**src/pkg/tilt_latch_pkg.sv**
```systemverilog
// Shared constants for the pulsed tilt sample latch
package tilt_latch_pkg;
    // ---------------------------------------------------------------
    // Timing
    // ---------------------------------------------------------------
    localparam int unsigned CLK_HZ = 25000000; // System clock rate
    localparam int unsigned SAMPLE_PERIOD_MS = 90; // Sampling period
    localparam int unsigned SELFTEST_MS = 90; // Power-up test interval
    localparam int unsigned EMIT_ON_NS = 2000; // Emitter on-time
    // Cycles per period, rounded down
    localparam int unsigned SAMPLE_PERIOD_CYC = (CLK_HZ / 1000) * SAMPLE_PERIOD_MS;
    // Self-test cycles
    localparam int unsigned SELFTEST_CYC = (CLK_HZ / 1000) * SELFTEST_MS;
    // Emitter on-time cycles, rounded up, at least one
    localparam int unsigned EMIT_ON_CYC = (EMIT_ON_NS * (CLK_HZ / 1000000) + 999) / 1000;
    // Counter width
    localparam int unsigned CNT_W = 22;
    // ---------------------------------------------------------------
    // Reset values
    // ---------------------------------------------------------------
    localparam logic OUT_LOW_RESET = 1'b0; // Output driver off at reset
endpackage : tilt_latch_pkg

```
**src/rtl/pulsed_tilt_sample_latch.sv**
```systemverilog
// Emitter pulsing, detector sampling and open-drain output latch
// Notes for users
// - Pin data output is tied low; the pad is driven from the enable.
// - Light and connection inputs are taken as already synchronous.
// - The first pulse keeps the test result on the pin until it samples.
// - Light seen between samples is ignored, which saves current.
// - Period and test length are parameters so a bench can shorten them.
// - Period must exceed the on-time by at least one cycle.
module pulsed_tilt_sample_latch #(
    parameter int unsigned PERIOD_CYC = tilt_latch_pkg::SAMPLE_PERIOD_CYC, // Sampling period
    parameter int unsigned SELFTEST_CYC = tilt_latch_pkg::SELFTEST_CYC // Self-test length
) (
    input wire logic clk, // System clock
    input wire logic nrst, // Power-on reset, low active
    input wire logic light_detector, // Thresholded detector, high = light
    input wire logic conn_ok, // Monitored pins connected
    output logic emitter_on, // Emitter drive
    output logic tilt_output_level_o, // Output pin value, always 0
    output logic tilt_output_level_oe // Output pull-low enable
);
    // ---------------------------------------------------------------
    // State
    // ---------------------------------------------------------------
    typedef enum logic [1:0] {ST_TEST, ST_IDLE, ST_EMIT} phase_type;
    phase_type phase_reg; // Sequencer phase
    logic [tilt_latch_pkg::CNT_W-1:0] cnt_reg; // Period counter
    logic [tilt_latch_pkg::CNT_W-1:0] on_cyc; // On-time at counter width
    logic [tilt_latch_pkg::CNT_W-1:0] per_cyc; // Period at counter width
    logic [tilt_latch_pkg::CNT_W-1:0] test_cyc; // Test at counter width
    logic sample_end; // Last cycle of on-time
    logic emit_start; // Last cycle before a pulse begins
    logic blocked_reg; // Latched blocked state

    // ---------------------------------------------------------------
    // Timing overview
    // ---------------------------------------------------------------
    // After reset the sequencer counts out the self-test interval,
    // with the output showing the connection test result.
    // A pulse then starts: the emitter is lit for on_cyc cycles and
    // the detector is taken on the last of them only.
    // The idle phase runs the counter on to the end of the period,
    // so pulses start exactly per_cyc cycles apart.
    // The output keeps its value between samples, so the host can
    // read the pin at any time without a strobe.

    assign on_cyc = tilt_latch_pkg::CNT_W'(tilt_latch_pkg::EMIT_ON_CYC);
    assign per_cyc = tilt_latch_pkg::CNT_W'(PERIOD_CYC);
    assign test_cyc = tilt_latch_pkg::CNT_W'(SELFTEST_CYC);
    assign sample_end = (phase_reg == ST_EMIT) && (cnt_reg == on_cyc - 1'b1);
    // Pulse begins on the cycle after the test or the period runs out
    assign emit_start = (phase_reg == ST_TEST && cnt_reg == test_cyc - 1'b1) ||
        (phase_reg == ST_IDLE && cnt_reg == per_cyc - 1'b1);

    // ---------------------------------------------------------------
    // Sequencer: self-test then periodic pulses
    // ---------------------------------------------------------------
    // One counter serves test, pulse and idle; it restarts per pulse
    always_ff @(posedge clk or negedge nrst)
    begin
        if (!nrst)
        begin
            phase_reg <= ST_TEST;
            cnt_reg <= '0;
        end
        else
        begin
            case (phase_reg)
                ST_TEST:
                begin
                    // Hold self-test interval
                    if (cnt_reg == test_cyc - 1'b1)
                    begin
                        phase_reg <= ST_EMIT;
                        cnt_reg <= '0;
                    end
                    else
                        cnt_reg <= cnt_reg + 1'b1;
                end
                ST_EMIT:
                begin
                    // On-time part of the period
                    if (sample_end)
                        phase_reg <= ST_IDLE;
                    cnt_reg <= cnt_reg + 1'b1;
                end
                ST_IDLE:
                begin
                    // Wait out rest of period, then pulse again
                    if (cnt_reg == per_cyc - 1'b1)
                    begin
                        phase_reg <= ST_EMIT;
                        cnt_reg <= '0;
                    end
                    else
                        cnt_reg <= cnt_reg + 1'b1;
                end
                default:
                begin
                    // Unused code: start over with the test
                    phase_reg <= ST_TEST;
                    cnt_reg <= '0;
                end
            endcase
        end
    end

    // ---------------------------------------------------------------
    // Emitter drive
    // ---------------------------------------------------------------
    // Emitter lit from the first to the last cycle of each pulse
    always_ff @(posedge clk or negedge nrst)
    begin
        if (!nrst)
            emitter_on <= 1'b0; // Emitter dark in reset
        else if (sample_end)
            emitter_on <= 1'b0;
        else if (emit_start)
            emitter_on <= 1'b1;
        else
            emitter_on <= (phase_reg == ST_EMIT);
    end

    // ---------------------------------------------------------------
    // Sample latch
    // ---------------------------------------------------------------
    // Test result is held here so the first pulse keeps it on the pin
    always_ff @(posedge clk or negedge nrst)
    begin
        if (!nrst)
            blocked_reg <= 1'b0; // Released after reset
        else if (phase_reg == ST_TEST)
            blocked_reg <= conn_ok;
        else if (sample_end)
            blocked_reg <= !light_detector;
    end

    // ---------------------------------------------------------------
    // Open-drain output driver
    // ---------------------------------------------------------------
    // Pin data is tied low; only the enable moves the pin
    // Enable high pulls the pin low, low lets the pull-up win
    always_ff @(posedge clk or negedge nrst)
    begin
        if (!nrst)
        begin
            tilt_output_level_oe <= tilt_latch_pkg::OUT_LOW_RESET; // Released in reset
            tilt_output_level_o <= 1'b0;
        end
        else
        begin
            tilt_output_level_o <= 1'b0;
            if (phase_reg == ST_TEST)
                tilt_output_level_oe <= conn_ok;
            else if (sample_end)
                tilt_output_level_oe <= !light_detector;
            else
                tilt_output_level_oe <= blocked_reg;
        end
    end

    // ---------------------------------------------------------------
    // Checks
    // ---------------------------------------------------------------
    // All checks run on the system clock and rest during reset
    // Output enable checks look one cycle on, as the pin comes from a register
    chk_emit_sample: assert property (@(posedge clk) disable iff (!nrst)
        sample_end |-> emitter_on)
        else $error("sample taken with emitter off");
    chk_blocked_low: assert property (@(posedge clk) disable iff (!nrst)
        sample_end && !light_detector |=> tilt_output_level_oe)
        else $error("blocked sample did not pull low");
    chk_light_release: assert property (@(posedge clk) disable iff (!nrst)
        sample_end && light_detector |=> !tilt_output_level_oe)
        else $error("lit sample did not release");
    chk_latch_hold: assert property (@(posedge clk) disable iff (!nrst)
        (phase_reg == ST_IDLE) && $past(phase_reg == ST_IDLE) |-> $stable(blocked_reg))
        else $error("latch changed between samples");
    chk_period_restart: assert property (@(posedge clk) disable iff (!nrst)
        (phase_reg == ST_IDLE) && (cnt_reg == per_cyc - 1'b1) |=> phase_reg == ST_EMIT && cnt_reg == '0)
        else $error("period did not restart");
    chk_test_low: assert property (@(posedge clk) disable iff (!nrst)
        (phase_reg == ST_TEST) && conn_ok |=> tilt_output_level_oe)
        else $error("self-test did not pull low");
    chk_test_open: assert property (@(posedge clk) disable iff (!nrst)
        (phase_reg == ST_TEST) && !conn_ok |=> !tilt_output_level_oe)
        else $error("open pin test pulled low");
    chk_pin_zero: assert property (@(posedge clk) disable iff (!nrst)
        !tilt_output_level_o)
        else $error("open-drain pin driven high");
    chk_once_sample: assert property (@(posedge clk) disable iff (!nrst)
        sample_end |=> !sample_end)
        else $error("two samples in one pulse");
    // Emitter lit exactly while the sequencer is in its pulse
    chk_emit_phase: assert property (@(posedge clk) disable iff (!nrst)
        emitter_on == (phase_reg == ST_EMIT))
        else $error("emitter out of step with pulse");
    // Each pulse starts at the start of the count
    chk_pulse_start: assert property (@(posedge clk) disable iff (!nrst)
        $rose(emitter_on) |-> cnt_reg == '0)
        else $error("pulse started mid-count");
    // Self-test interval ends in a pulse
    chk_test_end: assert property (@(posedge clk) disable iff (!nrst)
        (phase_reg == ST_TEST) && (cnt_reg == test_cyc - 1'b1) |=> (phase_reg == ST_EMIT) && emitter_on)
        else $error("self-test did not end in a pulse");
    // Output moves only at a sample or during the test
    chk_out_hold: assert property (@(posedge clk) disable iff (!nrst)
        (phase_reg != ST_TEST) && !sample_end |=> $stable(tilt_output_level_oe))
        else $error("output changed between samples");
endmodule : pulsed_tilt_sample_latch

```
**config.mk**
```make
export PLATFORM = sky130hd
export DESIGN_NAME = pulsed_tilt_sample_latch
export DESIGN_NICKNAME = d
export VERILOG_FILES = /design/src/pkg/tilt_latch_pkg.sv /design/src/rtl/pulsed_tilt_sample_latch.sv
export SDC_FILE = /design/constraint.sdc
export NUM_CORES = 1
export LEC_CHECK = 0
export BUFFER_PORTS_ARGS = -buffer_cell sky130_fd_sc_hd__clkbuf_2
export CORE_MARGIN = 4
export CORE_UTILIZATION = 25
export CTS_BUF_LIST = sky130_fd_sc_hd__clkbuf_4
export DETAILED_ROUTE_END_ITERATION = 16
export PLACE_DENSITY = 0.52
export SYNTH_ARGS = -nofsm -noshare
export SYNTH_HDL_FRONTEND = slang
export SYNTH_SLANG_ARGS = --single-unit
```
**constraint.sdc**
```tcl
create_clock -name clk -period 1.9 [get_ports clk]
set_clock_uncertainty 0.15 [all_clocks]
set_input_delay 0.475 -clock clk [delete_from_list [all_inputs] [get_ports clk]]
set_output_delay 0.475 -clock clk [all_outputs]
set_load 0.02 [all_outputs]
```
Word level (Yosys, flattened, before mapping)
Index checks and enable logic that the tools add are counted.
{"block": "word_totals", "ramBits": 0, "inputBits": 4, "word_cells": 29, "mem_count": 0, "rom_bits": 0, "out_inout_bits": 3, "register_bits": 26, "latchBits": 0}
{"block": "classes", "reduce_logical": 9, "shifts": 0, "add_sub_neg": 1, "n_div": 0, "n_mux": 9, "magnitude_cmp": 0, "bitwise": 0, "n_eq_ne": 6, "n_mul": 0}
{"cell": "22-bit case mux with 2 select lines", "count": 1}
{"cell": "22-bit by 1-bit adder with 22-bit output, second input constant", "count": 1}
{"cell": "22-bit equality test, second input constant", "count": 1}
{"cell": "22-bit by 6-bit equality test with 1-bit output, second input constant", "count": 1}
{"cell": "22-bit two-way mux", "count": 1}
{"cell": "1-bit two-way mux", "count": 4}
{"cell": "2-bit two-way mux", "count": 2}
{"cell": "2-bit case mux with 2 select lines", "count": 1}
{"cell": "1-bit logical AND", "count": 3}
{"cell": "2-bit by 1-bit equality test with 1-bit output, second input constant", "count": 1}
{"cell": "2-bit equality test, second input constant", "count": 1}
{"cell": "2-bit zero test", "count": 1}
{"cell": "2-bit by 1-bit != test with 1-bit output, second input constant", "count": 1}
{"cell": "2-bit != test, second input constant", "count": 1}
{"cell": "2-bit AND reduction", "count": 1}
{"cell": "2-bit nonzero test", "count": 1}
{"cell": "2-bit OR reduction", "count": 1}
{"cell": "1-bit zero test", "count": 1}
{"cell": "1-bit logical OR", "count": 1}

Depth between registers and ports, before layout
{"block": "logic_depth", "word_depth": 5, "ltp_mapped": 6, "depth_no_buf": 6}

Worst setup path before layout
No wires, ideal clock.
{"block": "synth_timing", "path_type": "reg-to-reg", "startpoint": "register cnt_reg[0] (netlist bit)", "endpoint": "register cnt_reg[20] (netlist bit)", "path_stages_with_launch": 7, "setup_slack_ps": -33, "arrival_time_ps": 1706, "path_buffers": 1, "required_time_ps": 1673, "setup_ps": 77, "period_less_slack_ps": 1933, "cell_sequence": "dfrtp_1 > ha_1 > nand3_1 > or2_1 > clkbuf_1 > or4_1 > a21oi_1"}
{"block": "synth_via", "elab_chain_len": 3, "word_cells_on_any_way": 4, "cone_classes": "add/sub: 1; eq/ne: 1; mux: 2"}
{"item": "start: declaration", "line_no": "pulsed_tilt_sample_latch.sv:26", "text": "logic [tilt_latch_pkg::CNT_W-1:0] cnt_reg;"}
{"item": "start signal: assignment", "line_no": "pulsed_tilt_sample_latch.sv:77", "text": "cnt_reg <= cnt_reg + 1'b1;"}
{"item": "start signal: assignment", "line_no": "pulsed_tilt_sample_latch.sv:84", "text": "cnt_reg <= cnt_reg + 1'b1;"}
{"item": "start signal: assignment", "line_no": "pulsed_tilt_sample_latch.sv:95", "text": "cnt_reg <= cnt_reg + 1'b1;"}
{"item": "22-bit by 1-bit adder with 22-bit output or 22-bit equality test (tied branches)"}
{"item": "22-bit two-way mux", "line_no": "pulsed_tilt_sample_latch.sv:71, pulsed_tilt_sample_latch.sv:89"}
{"item": "22-bit case mux with 2 select lines (*)", "line_no": "pulsed_tilt_sample_latch.sv:67", "text": "case (phase_reg)"}
Every way passes the cells marked *; elsewhere a longest branch is shown, timed or not.
A chain may end at the register's enable or synchronous reset.

Worst setup path after layout
{"block": "layout_timing", "startpoint": "register cnt_reg[1] (netlist bit)", "endpoint": "register cnt_reg[8] (netlist bit)"}
The elaborated chain is that of the path after synthesis.

==> flow_summary.yaml <==
run_status:
  outcome: "finished, final reports clean"
yosys:
  synthCells: 145
  synth_fp_nets: 151
  syn_avg_cell_area_um2: 9.76
  synth_edf_count: 0
  yosys.cell_types.count: 38
  synth_area_um2: 1420
  yosys.area.top_type: "dfrtp_1"
  ys_warn_count: 0
  ys_async_sr_fraction_pct: 100
  synthFlopType: "dfrtp_1"
  ys_seq_area_share_pct: 46.0
  yosysTopAreaCellShare_pct: 46.0
  synth_area_leaders: "dfrtp_1, xnor2_1, nor2_1"
  synth_seq_cells: 26
timing:
  whs_ps: 225
  drv_slew: 0
  setup_violations: 0
  period_needed_ps: 1840
  fin_crit_sh_pct: 96.8
  hold_violations: 0
  fmax_ghz: 0.544
critical_path:
  reg2reg_to: "cnt_reg[8]"
  cp_data_required_time_ps: 1970
  path_class: "reg -> reg"
  reg2regPathDepth: 7
  arrival_ps: 1910
  worst_setup_path_end_kind: "register"
  r2r_setup_slack_ps: 60
  crit_fanout: 6
  worstReg2RegStart: "cnt_reg[1]"
  start_kind: "register"
min_path:
  holdPathEnd: "blocked_reg"
  hold_class: "in -> reg"
  min_from: "light_detector"
  whs_path_depth: 2
final_layout:
  n_antenna_cell: 0
  num-nets-final: 193
  drive_gt1_share_pct: 42.5
  area_delta_synth_final_pct: 39.4
  fillers: 557
  largest_reg_flops: 22
  stdcell_area_um2: 1970
power:
  swShare_pct: 22.9
  pwr-share-clk_pct: 30.1
  seqPwrFrac_pct: 67.1
  ir_drop_v: 0.000199
  leakage_nw: 0.837
  total_power_mw: 0.828
  p_comb_share_pct: 2.8
  p_sw_mw: 0.190
  p_int_mw: 0.638
  power.density_nw_per_um2: 420
floorplan:
  io_pins: 7
  die_h_um: 83.2
  die-width_um: 83.2
  core_area_um2: 5510
  initial_core_util_pct: 25.7
  rows: 27
  die-area_um2: 6930
global_routing:
  grt_overflow: 0
  grt_pass1_wl_mm: 6.00
  grt_pass1_vias: 1242
  antenna_found_initial: 0
  grt_usage_pct: 10.4
  grt_max_degree: 27
place:
  placement.cell_area_um2: 1740
  dp_hpwl_mm: 2.42
  io_buffers: 5
  gp_congestion: 0.733
cts:
  cts_sinks: 26
  root_buffer: "clkbuf_4"
  cts_tree: "built"
  clk_pin_slew_ps: 160
  clk_latency_ps: 320
  numCtsBuffers: 3
  clk_path_buf_depth: 2
  cts_htree_levels: 1
routing:
  first_pass_iters: 4
  vias: 1262
  viasPerCell: 4.89
  ant_nets: 0
  wl_mm: 3.78
  wire_per_inst_um: 14.6
  drt_iter0_drc: 94
  drc: 0
job:
  drv_cap: 0
==> power groups by stage <==
stage	sequential, mW	clock [mW]	combinational (mW)
6_report	0.555	0.249	0.0233
5_1_grt	0.556	0.287	0.0268
4_1_cts	0.556	0.259	0.0235
3_5_place_dp	0.566	0	0.0218
3_3_place_gp	0.566	0	0.0216
2_1_floorplan	0.567	0	0.00444
==> cell type report <==
class,instances,area (µm²),share of cell area (%)
Multi-Input combinational cell,110,837,42.4
Timing Repair Buffer,43,350,17.8
Clock inverter,1,3.75,0.190
Inverter,3,11.3,0.571
Clock buffer,3,22.5,1.14
Sequential cell,26,658,33.4
Tap cell,72,90.1,4.57
==> synthesized netlist by cell type (all sizes together) (2+ instances only) <==
| cell | n |
|---|---|
| buf | 5 |
| nand3 | 12 |
| nor4bb | 2 |
| a31o | 2 |
| nor4 | 5 |
| inv | 3 |
| nand4 | 4 |
| or2 | 2 |
| or3 | 5 |
| dfrtp | 26 |
| xnor2 | 9 |
| ha | 2 |
| or4 | 6 |
| nand2 | 8 |
| o21ai | 3 |
| nor2 | 16 |
| o31ai | 7 |
| a21oi | 9 |
| xor2 | 2 |
| and4 | 3 |
| clkbuf | 2 |
| nor3 | 4 |
==> layer usage <==
| metal | wire [µm] | global-route usage (%) |
|---|---|---|
| met1 | 1750 | 13.9 |
| met2 | 1860 | 17.3 |
| met3 | 126 | 2.28 |
| met4 | 38 | 2.38 |
| met5 | 0 | 0 |
==> cell families (layout without fill, tap and decap cells) <==
| logic type | after synthesis | count (layout) | synth area share [%] |
|---|---|---|---|
| other | 1 | 1 | 0.265 |
| AOI/OAI and AO/OA | 26 | 26 | 12.1 |
| buffers and inverters | 10 | 50 | 4.60 |
| xor gates and xnor gates | 11 | 11 | 6.81 |
| DFF | 26 | 26 | 46.0 |
| and+or+nand+nor | 69 | 70 | 28.5 |
| adders and majority gates | 2 | 2 | 1.77 |
==> worst max-delay path, stage by stage (launching register included) <==
cell	delay, ps
dfrtp_2	460
ha_4	170
and3_2	230
nand3_2	130
o31ai_4	240
buf_6	150
clkbuf_16	150
nor2_1	50
==> per-stage QoR <==
stage          worst slack [ps]  std cells  setup TNS [ps]  util (%)
2_1_floorplan             -23.1        145           -23.1         -
3_3_place_gp               5.56        248               0      31.7
3_5_place_dp              -16.6        248           -46.7      31.7
4_1_cts                    4.09        253               0      32.9
5_1_grt                   -28.6        258            -333      35.8
6_report                   60.4        258               0      35.8
==> placed cells by master, fill, tap and decap left out, drive strengths merged <==
master,count
a21oi,9
a22oi,1
a31o,2
and3,1
and4,3
buf,36
clkbuf,9
clkinv,1
conb,1
dfrtp,26
dlygate4sd3,1
ha,2
inv,3
nand2,8
nand3,12
nand4,5
nor2,16
nor3,4
nor4,5
nor4b,1
nor4bb,2
o211ai,1
o21ai,3
o21bai,1
o22ai,1
o311ai,1
o31ai,7
or2,2
or3,5
or4,6
xnor2,9
xor2,2
==> timing repair <==
| action | in CTS | in global routing |
|---|---|---|
| cloned | 0 | 3 |
| gates resized for setup | 6 | 24 |
| hold buffers | 1 | 0 |
| endpoints found under the hold margin | 26 | 0 |
| pin swaps | 1 | 5 |
| buffers inserted | 0 | 2 |
| setup endpoints to repair | 12 | 25 |
==> worst max-delay path by stage <==
stage	cells after the start	endpoint	start	slack, ps
after floorplan	6	cnt_reg[20]	cnt_reg[0]	-20
after global placement	5	cnt_reg[20]	cnt_reg[0]	6
after detailed placement	5	cnt_reg[20]	cnt_reg[0]	-20
after CTS	5	blocked_reg	cnt_reg[13]	4
after global routing	7	cnt_reg[17]	cnt_reg[10]	-30
final	7	cnt_reg[8]	cnt_reg[1]	60
(Power assumes the default switching activity.)
